===== src/rtl/slfc_pkg.sv =====
/*
 Package for the store-to-load forwarding check: size codes, buffer
 geometry defaults and sequencer state encodings.
 Assumes sizes are carried as log2 of the byte count.
*/
package slfc_pkg;
   localparam int unsigned SIZE_W      = 3;
   localparam logic [2:0]  SZ_8        = 3'h0;
   localparam logic [2:0]  SZ_16       = 3'h1;
   localparam logic [2:0]  SZ_32       = 3'h2;
   localparam logic [2:0]  SZ_64       = 3'h3;
   localparam logic [2:0]  SZ_128      = 3'h4;
   localparam int unsigned ADDR_W_DEF  = 32;
   localparam int unsigned DATA_W_DEF  = 128;
   localparam int unsigned ENTRIES_DEF = 8;
   localparam logic [3:0]  UNALIGN_1   = 4'h1;
   localparam logic [3:0]  UNALIGN_7   = 4'h7;

   typedef enum logic [2:0] {
      SLFC_IDLE  = 3'b001,
      SLFC_WAIT  = 3'b010,
      SLFC_READ  = 3'b100
   } slfc_state_t;
endpackage : slfc_pkg


===== src/rtl/slfc_check.sv =====
/*
 Store-to-load forwarding check for the load/store unit.
 Assumes the store buffer presents every entry in parallel, oldest at
 index 0, and that an entry leaves only after it has written the cache.
*/
`timescale 1ns/10ps

// Behaviour
// - Aligned 16/32-bit store: forward loads at offset 0 and a 16-bit load at offset 2 of a 32-bit store; others stall.
// - Aligned 64/128-bit store forwards 32-bit and wider loads on their own size boundary, 8/16-bit loads at offset 0 only; others stall.
// - Start-byte-1 32/64-bit store forwards 8/16/32 loads at its first byte only.
// - Start-byte-7 32-bit store forwards byte loads; wider loads stall.
// - Wide load spanning several narrower stores is blocked and stalls.
// - Blocked load waits for stores to drain, then reads the cache.
// - 16-bit loads at offset 2 or 4 in a 64-bit store stall.
// - Wide-after-narrow stall applies to every width pairing.
// - Byte store forwards same-address byte load past older wider store.
// - Forward only with load inside store and same start address, unless the store is naturally aligned or starts at byte 7.
// - Independent loads proceed; only dependent loads wait.
// - Store data reaches the cache only after the store retires.
module slfc_check #(
   parameter int unsigned ADDR_W  = slfc_pkg::ADDR_W_DEF,
   parameter int unsigned DATA_W  = slfc_pkg::DATA_W_DEF,
   parameter int unsigned ENTRIES = slfc_pkg::ENTRIES_DEF
) (
   input  wire logic                ref_clk_in,      // Core clock
   input  wire logic                rst_n_in,        // Sync reset, low
   input  wire logic                clk_en_in,       // Freezes state
   input  wire logic                ld_valid_in,     // Load request
   output logic                     ld_ready_out,    // Load accepted
   input  wire logic [ADDR_W-1:0]   ld_addr_in,      // Load address
   input  wire logic [2:0]          ld_size_in,      // Load log2 bytes
   input  wire logic [ENTRIES-1:0]  sb_valid_in,     // Entry holds store
   input  wire logic [ENTRIES-1:0]  sb_older_in,     // Entry older than load
   input  wire logic [ENTRIES*ADDR_W-1:0] sb_addr_in, // Store addresses
   input  wire logic [ENTRIES*3-1:0] sb_size_in,     // Store log2 bytes
   input  wire logic [ENTRIES*DATA_W-1:0] sb_data_in, // Store data
   input  wire logic [ENTRIES-1:0]  sb_retired_in,   // Store retired
   output logic [ENTRIES-1:0]       sb_drain_ok_out, // May write cache
   output logic                     mem_req_out,     // Cache read request
   output logic [ADDR_W-1:0]        mem_addr_out,    // Cache read address
   output logic [2:0]               mem_size_out,    // Cache read size
   input  wire logic                mem_ack_in,      // Cache data valid
   input  wire logic [DATA_W-1:0]   mem_data_in,     // Cache read data
   output logic                     res_valid_out,   // Load result valid
   output logic [DATA_W-1:0]        res_data_out,    // Load result data
   output logic                     res_fwd_out,     // Result forwarded
   output logic                     stall_out        // Load is stalled
);
   initial begin
      if (ENTRIES < 1 || ENTRIES > 32 || DATA_W != 128 || ADDR_W < 8)
         $error("slfc_check: unsupported parameters");
   end

   localparam int IW = (ENTRIES > 1) ? $clog2(ENTRIES) : 1;

   // Overlap detection and youngest-older selection
   logic [ENTRIES-1:0] ovl;
   genvar g;
   for (g = 0; g < ENTRIES; g++) begin : g_ovl
      logic [ADDR_W-1:0] sa;
      logic [ADDR_W-1:0] send;
      logic [ADDR_W-1:0] lend;
      assign sa   = sb_addr_in[g*ADDR_W +: ADDR_W];
      assign send = sa + (ADDR_W'(1) << sb_size_in[g*3 +: 3]);
      assign lend = ld_addr_in + (ADDR_W'(1) << ld_size_in);
      assign ovl[g] = sb_valid_in[g] && sb_older_in[g]
                      && (sa < lend) && (ld_addr_in < send);
   end

   logic          hit;
   logic [IW-1:0] sel;
   always_comb begin
      hit = 1'b0;
      sel = '0;
      for (int i = 0; i < ENTRIES; i++) begin
         if (ovl[i]) begin
            hit = 1'b1;
            sel = IW'(i);
         end
      end
   end

   logic [ADDR_W-1:0] s_addr;
   logic [2:0]        s_size;
   logic [DATA_W-1:0] s_data;
   logic [3:0]        s_off;
   logic [3:0]        l_off;
   logic              s_nat;
   logic              allow;
   assign s_addr = sb_addr_in[sel*ADDR_W +: ADDR_W];
   assign s_size = sb_size_in[sel*3 +: 3];
   assign s_data = sb_data_in[sel*DATA_W +: DATA_W];
   assign s_off  = s_addr[3:0];
   assign l_off  = 4'(ld_addr_in - s_addr);
   assign s_nat  = ((s_addr[3:0] & ((4'h1 << s_size) - 4'h1)) == 4'h0);

   // Width and alignment decision for the selected store
   always_comb begin
      allow = 1'b0;
      if (ld_addr_in < s_addr || ld_size_in > s_size) begin
         allow = 1'b0;
      end else if (s_nat) begin
         // Byte and word loads only at offset 0, except a word in a
         // 32-bit store; wider loads on their own size boundary
         allow = ((l_off & ((4'h1 << ld_size_in) - 4'h1)) == 4'h0)
                 && (ld_size_in >= slfc_pkg::SZ_32 || l_off == 4'h0
                     || (s_size == slfc_pkg::SZ_32
                         && ld_size_in == slfc_pkg::SZ_16));
      end else if (s_off[2:0] == 3'(slfc_pkg::UNALIGN_1)) begin
         allow = (l_off == 4'h0) && ld_size_in <= slfc_pkg::SZ_32
                 && (s_size == slfc_pkg::SZ_32
                     || s_size == slfc_pkg::SZ_64);
      end else if (s_off[2:0] == 3'(slfc_pkg::UNALIGN_7)) begin
         allow = (ld_size_in == slfc_pkg::SZ_8)
                 && (s_size == slfc_pkg::SZ_32);
      end
      allow = allow && (ld_addr_in == s_addr || s_nat
                        || s_off[2:0] == 3'(slfc_pkg::UNALIGN_7));
   end

   logic [DATA_W-1:0] fwd_data;
   assign fwd_data = DATA_W'(s_data >> {l_off, 3'h0});

   // Load sequencer
   slfc_pkg::slfc_state_t st_q, st_d;
   logic [ENTRIES-1:0] blk_q, blk_d;
   logic [ADDR_W-1:0]  la_q, la_d;
   logic [2:0]         ls_q, ls_d;
   logic               rv_q, rv_d;
   logic               rf_q, rf_d;
   logic [DATA_W-1:0]  rd_q, rd_d;

   always_comb begin
      st_d = st_q;
      blk_d = blk_q & sb_valid_in;
      la_d = la_q;
      ls_d = ls_q;
      rv_d = 1'b0;
      rf_d = rf_q;
      rd_d = rd_q;
      unique case (st_q)
         slfc_pkg::SLFC_IDLE: begin
            if (ld_valid_in) begin
               la_d = ld_addr_in;
               ls_d = ld_size_in;
               if (!hit) begin
                  st_d = slfc_pkg::SLFC_READ;
               end else if (allow) begin
                  rv_d = 1'b1;
                  rf_d = 1'b1;
                  rd_d = fwd_data;
               end else begin
                  blk_d = ovl;
                  st_d = slfc_pkg::SLFC_WAIT;
               end
            end
         end
         slfc_pkg::SLFC_WAIT: begin
            if ((blk_q & sb_valid_in) == '0)
               st_d = slfc_pkg::SLFC_READ;
         end
         slfc_pkg::SLFC_READ: begin
            if (mem_ack_in) begin
               rv_d = 1'b1;
               rf_d = 1'b0;
               rd_d = mem_data_in;
               st_d = slfc_pkg::SLFC_IDLE;
            end
         end
      endcase
   end

   always_ff @(posedge ref_clk_in) begin
      if (!rst_n_in) begin
         st_q  <= slfc_pkg::SLFC_IDLE;
         blk_q <= '0;
         la_q  <= '0;
         ls_q  <= slfc_pkg::SZ_8;
         rv_q  <= 1'b0;
         rf_q  <= 1'b0;
         rd_q  <= '0;
      end else if (clk_en_in) begin
         st_q  <= st_d;
         blk_q <= blk_d;
         la_q  <= la_d;
         ls_q  <= ls_d;
         rv_q  <= rv_d;
         rf_q  <= rf_d;
         rd_q  <= rd_d;
      end
   end

   assign ld_ready_out    = (st_q == slfc_pkg::SLFC_IDLE) && clk_en_in;
   assign sb_drain_ok_out = sb_valid_in & sb_retired_in;
   assign mem_req_out     = (st_q == slfc_pkg::SLFC_READ);
   assign mem_addr_out    = la_q;
   assign mem_size_out    = ls_q;
   assign res_valid_out   = rv_q;
   assign res_fwd_out     = rf_q;
   assign res_data_out    = rd_q;
   assign stall_out       = (st_q == slfc_pkg::SLFC_WAIT);

   a_drain_retired: assert property (@(posedge ref_clk_in) disable iff (!rst_n_in)
      sb_drain_ok_out != '0 |-> (sb_drain_ok_out & ~sb_retired_in) == '0)
      else $error("drain before retire");
   a_wait_to_read: assert property (@(posedge ref_clk_in) disable iff (!rst_n_in)
      stall_out && clk_en_in && (blk_q & sb_valid_in) == '0 |=> mem_req_out)
      else $error("wait did not end in read");
   a_blocked_stall: assert property (@(posedge ref_clk_in) disable iff (!rst_n_in)
      ld_ready_out && ld_valid_in && hit && !allow |=> stall_out)
      else $error("blocked load not stalled");
   a_fwd_result: assert property (@(posedge ref_clk_in) disable iff (!rst_n_in)
      ld_ready_out && ld_valid_in && hit && allow
      |=> res_valid_out && res_fwd_out)
      else $error("forward result missing");
   a_free_load: assert property (@(posedge ref_clk_in) disable iff (!rst_n_in)
      ld_ready_out && ld_valid_in && !hit |=> mem_req_out && !stall_out)
      else $error("independent load stalled");
   a_wide_block: assert property (@(posedge ref_clk_in) disable iff (!rst_n_in)
      hit && ld_size_in > s_size |-> !allow)
      else $error("wide load forwarded");
   a_pair_16_64: assert property (@(posedge ref_clk_in) disable iff (!rst_n_in)
      hit && s_nat && s_size == slfc_pkg::SZ_64 && ld_size_in == slfc_pkg::SZ_16
      && (l_off == 4'h2 || l_off == 4'h4) |-> !allow)
      else $error("16-bit load at 2 or 4 forwarded");
   a_byte7_wide: assert property (@(posedge ref_clk_in) disable iff (!rst_n_in)
      hit && !s_nat && s_off[2:0] == 3'h7 && ld_size_in != slfc_pkg::SZ_8
      |-> !allow)
      else $error("wide load from byte-7 store forwarded");
endmodule : slfc_check


===== config.mk =====
export PLATFORM = sky130hd
export DESIGN_NAME = slfc_check
export DESIGN_NICKNAME = d
export VERILOG_FILES = /design/src/rtl/slfc_pkg.sv /design/src/rtl/slfc_check.sv
export SDC_FILE = /design/constraint.sdc
export NUM_CORES = 2
export LEC_CHECK = 0
export BUFFER_PORTS_ARGS = -buffer_cell sky130_fd_sc_hd__buf_2
export CAP_MARGIN = 20
export CORE_AREA = 2 2 648 650
export CTS_BUF_LIST = sky130_fd_sc_hd__clkbuf_8
export DETAILED_ROUTE_END_ITERATION = 12
export DIE_AREA = 0 0 650 652
export PLACE_DENSITY_LB_ADDON = 0.08
export SLEW_MARGIN = 20
export SYNTH_ARGS = -nofsm -noshare
export SYNTH_HDL_FRONTEND = slang
export SYNTH_SLANG_ARGS = --single-unit

===== constraint.sdc =====
create_clock -name ref_clk_in -period 19.8 [get_ports ref_clk_in]
set_clock_uncertainty 0.1 [all_clocks]
set_input_delay 1.98 -clock ref_clk_in [delete_from_list [all_inputs] [get_ports ref_clk_in]]
set_output_delay 1.98 -clock ref_clk_in [all_outputs]
set_load 0.005 [all_outputs]

==> metrics.csv <==
stage,metric,value,unit
timing,Post-Route Setup TNS,0,ps
die,Core Rows,237,
synthesis,top post-synthesis cells by count,"717 x nand2_1, 587 x ha_1, 475 x a211oi_1, 445 x and3_1, 382 x nor2_1",
clock_tree,CTS tree,built,
place,DP Cell Count,12800,
route,DR WL/cell,40.7,um
global_route,initial antenna violation count,502,
die,Die Ht,652,um
route,Vias,60000,
timing,# setup viols final,0,
route,vias per inst,4.55,
synthesis,Mapped Cells,5879,
setup_path,Critical Path Sink Type,register,
global_route,vias in the first global route,56500,
route,antenna-violating nets left,0,
global_route,gr ovfl total,0,
layout,layout cells sized above 1,0.278,
flow_run,max cap viols,0,
power_and_ir_drop,power density cells,79.5,mW/mm^2
setup_path,data arrival time of the critical path,15670,ps
synthesis,Post-Syn Area,0.0416,mm^2
run_status,status,completed,
clock_tree,clk buf depth,3,
clock_tree,total CTS buffers,25,
route,First DRT Iteration DRCs,6504,
die,full die area,0.424,mm^2
route,first drt pass iteration count,6,
synthesis,Mapped Nets,7972,
place,Post-DP Area,0.0571,mm^2
place,hpwl dp,466000,um
setup_path,Crit Path Class,input port to register,
global_route,gr usage total,0.241,
power_and_ir_drop,Peak VDD IR,0.0000471,V
clock_tree,clk_lat worst skew,580,ps
hold_path,Hold Crit Class,register to register,
layout,post-route cell area,0.0584,mm^2
setup_path,Worst EP required,20150,ps
die,starting density of the core,0.100,
timing,"Slew Viols, Final",0,
global_route,largest net degree at the start of global routing,158,
synthesis,synth unique cells,95,
timing,RSZ-0062 raised after global routing,false,
die,Horiz. Die Dim,650,um
global_route,global-route wire length before repair,663000,um
setup_path,crit path launch type,input port,
layout,post-route insts no fill,13200,
setup_path,CP max stage cell,fa_4,
setup_path,CP max FO,57,
synthesis,largest area contributor in the netlist,ha_1,
timing,Fin Hold WS,357,ps
clock_tree,CTS sink count,176,
timing,final cycle utilization of the critical path,0.774,
layout,fin nets,9426,
layout,Area Overhead vs Synth,40.1,%
synthesis,ys flop type,dfxtp_1,
synthesis,sequential share of the synthesized area,0.0846,
timing,Slew HR,0.108,
place,port buffer count,1671,
timing,min Tclk post-route,15320,ps
timing,fmax,0.0653,GHz
clock_tree,post_cts resized,0,
synthesis,asr flop ratio synth,0,
clock_tree,Root Driver,clkbuf_8,
synthesis,Synth Warn #,0,
route,Post-route DRC,0,
synthesis,"flops & latches, synth",176,
timing,hold violation count in the final report,0,
power_and_ir_drop,P_leak,0.0254,uW
timing,Least-Margin Pin Slew,1320,ps
clock_tree,Worst-path clk slew,90,ps
setup_path,worst path bufs/invs,6,
clock_tree,CTS Hold Bufs,0,
die,core box area,0.416,mm^2
synthesis,"count leader, synth",nand2_1,
setup_path,max incr delay on CP,810,ps
synthesis,Area contributors post-synth,"ha_1 18%, a211oi_1 8.6%, dfxtp_1 8.5%",
place,GP Congestion,0.948,
setup_path,gate family responsible for the most delay along the worst path,compound AO/OA/AOI/OAI gates,
synthesis,synthesized area per cell,7.08,um^2
synthesis,number of flops mapped to enable cells by yosys,0,
clock_tree,Setup Buffers After CTS,0,
clock_tree,H-tree Lvls,4,
die,Boundary Pins,1672,
synthesis,share of the synthesized area in the top cell type,0.176,
route,routed wire length,537000,um
==> stage by stage <==
| stage | utilization | setup slack, ps | total power, uW |
|---|---|---|---|
| floorplan | - | 8000 | 2100 |
| global placement | 0.137 | 3120 | 4280 |
| detailed placement | 0.137 | 3900 | 4270 |
| CTS | 0.138 | 4540 | 4590 |
| global route | 0.140 | 3800 | 4790 |
| finish | 0.140 | 4480 | 4640 |
==> state kept, by name (all words and copies together), names as in the netlist <==
signal,cells
mem_addr_out,32
st_q,3
res_fwd_out,1
mem_size_out,3
res_valid_out,1
res_data_out,128
blk_q,8
==> report_power, final <==
| group | switching (uW) | total [uW] | internal, uW |
|---|---|---|---|
| combinational | 2930 | 3960 | 1040 |
| sequential | 9.03 | 376 | 367 |
| clock | 181 | 301 | 121 |
==> cells in the final DEF, fill, tap and decap left out, drive strengths merged, types with 112 or more instances in the layout <==
cell type,Yosys,routed
buf,125,1871
nand2,717,717
ha,587,587
a211oi,476,476
and3,445,445
nor2,384,384
diode,0,338
a21oi,315,315
nand3,236,236
o21ai,178,178
dfxtp,176,176
nor3,174,174
o22ai,166,166
mux2i,164,164
a21o,153,153
xor2,144,144
xnor2,132,132
or4,112,112
==> final timing paths <==
check | startpoint | endpoint | slack [ps] | cells after the start
worst max-delay path | sb_size_in[4] | res_data_out[21]$_SDFFE_PN0P_ | 4480 | 42
worst min-delay path | mem_size_out[1]$_SDFFE_PN0P_ | mem_size_out[1]$_SDFFE_PN0P_ | 360 | 2
worst min register to register | mem_size_out[1]$_SDFFE_PN0P_ | mem_size_out[1]$_SDFFE_PN0P_ | 360 | 2
worst max register to register | st_q[0]$_SDFFE_PN1P_ | res_data_out[0]$_SDFFE_PN0P_ | 15090 | 10
==> cell type report <==
class | count | area [um^2]
Fill cell | 48500 | 358000
Multi-Input combinational cell | 5165 | 36400
Timing Repair Buffer | 1871 | 9970
Tap cell | 5497 | 6880
Sequential cell | 176 | 3520
Antenna cell | 338 | 846
Inverter | 94 | 362
Clock buffer | 26 | 358
Clock inverter | 7 | 33.8
==> tightest hold or removal path, delay by kind of cell (launching register included) <==
family / cells / cell delay, ps
AND/OR/NAND/NOR: 1 / 50
flip-flops: 1 / 310
AO/OA/AOI/OAI: 1 / 50
==> layer usage <==
| layer | vias to the layer above | track usage | wire [um] |
|---|---|---|---|
| met1 | 30200 | 0.340 | 251000 |
| li1 | 25800 | - | - |
| met2 | 3122 | 0.368 | 232000 |
| met4 | 128 | 0.0753 | 18600 |
| met3 | 786 | 0.0427 | 34000 |
| met5 | - | 0 | 813 |
==> cells by family after synthesis <==
logic type / after synthesis / synth area share
adders and majority gates: 602 / 0.182
and+or+nand+nor: 2385 / 0.287
muxes: 194 / 0.0524
xor gates and xnor gates: 276 / 0.0582
buffers and inverters: 538 / 0.0531
DFF: 176 / 0.0846
AOI/OAI and AO/OA: 1708 / 0.283
No activity file was read; power rests on OpenSTA's default activity.
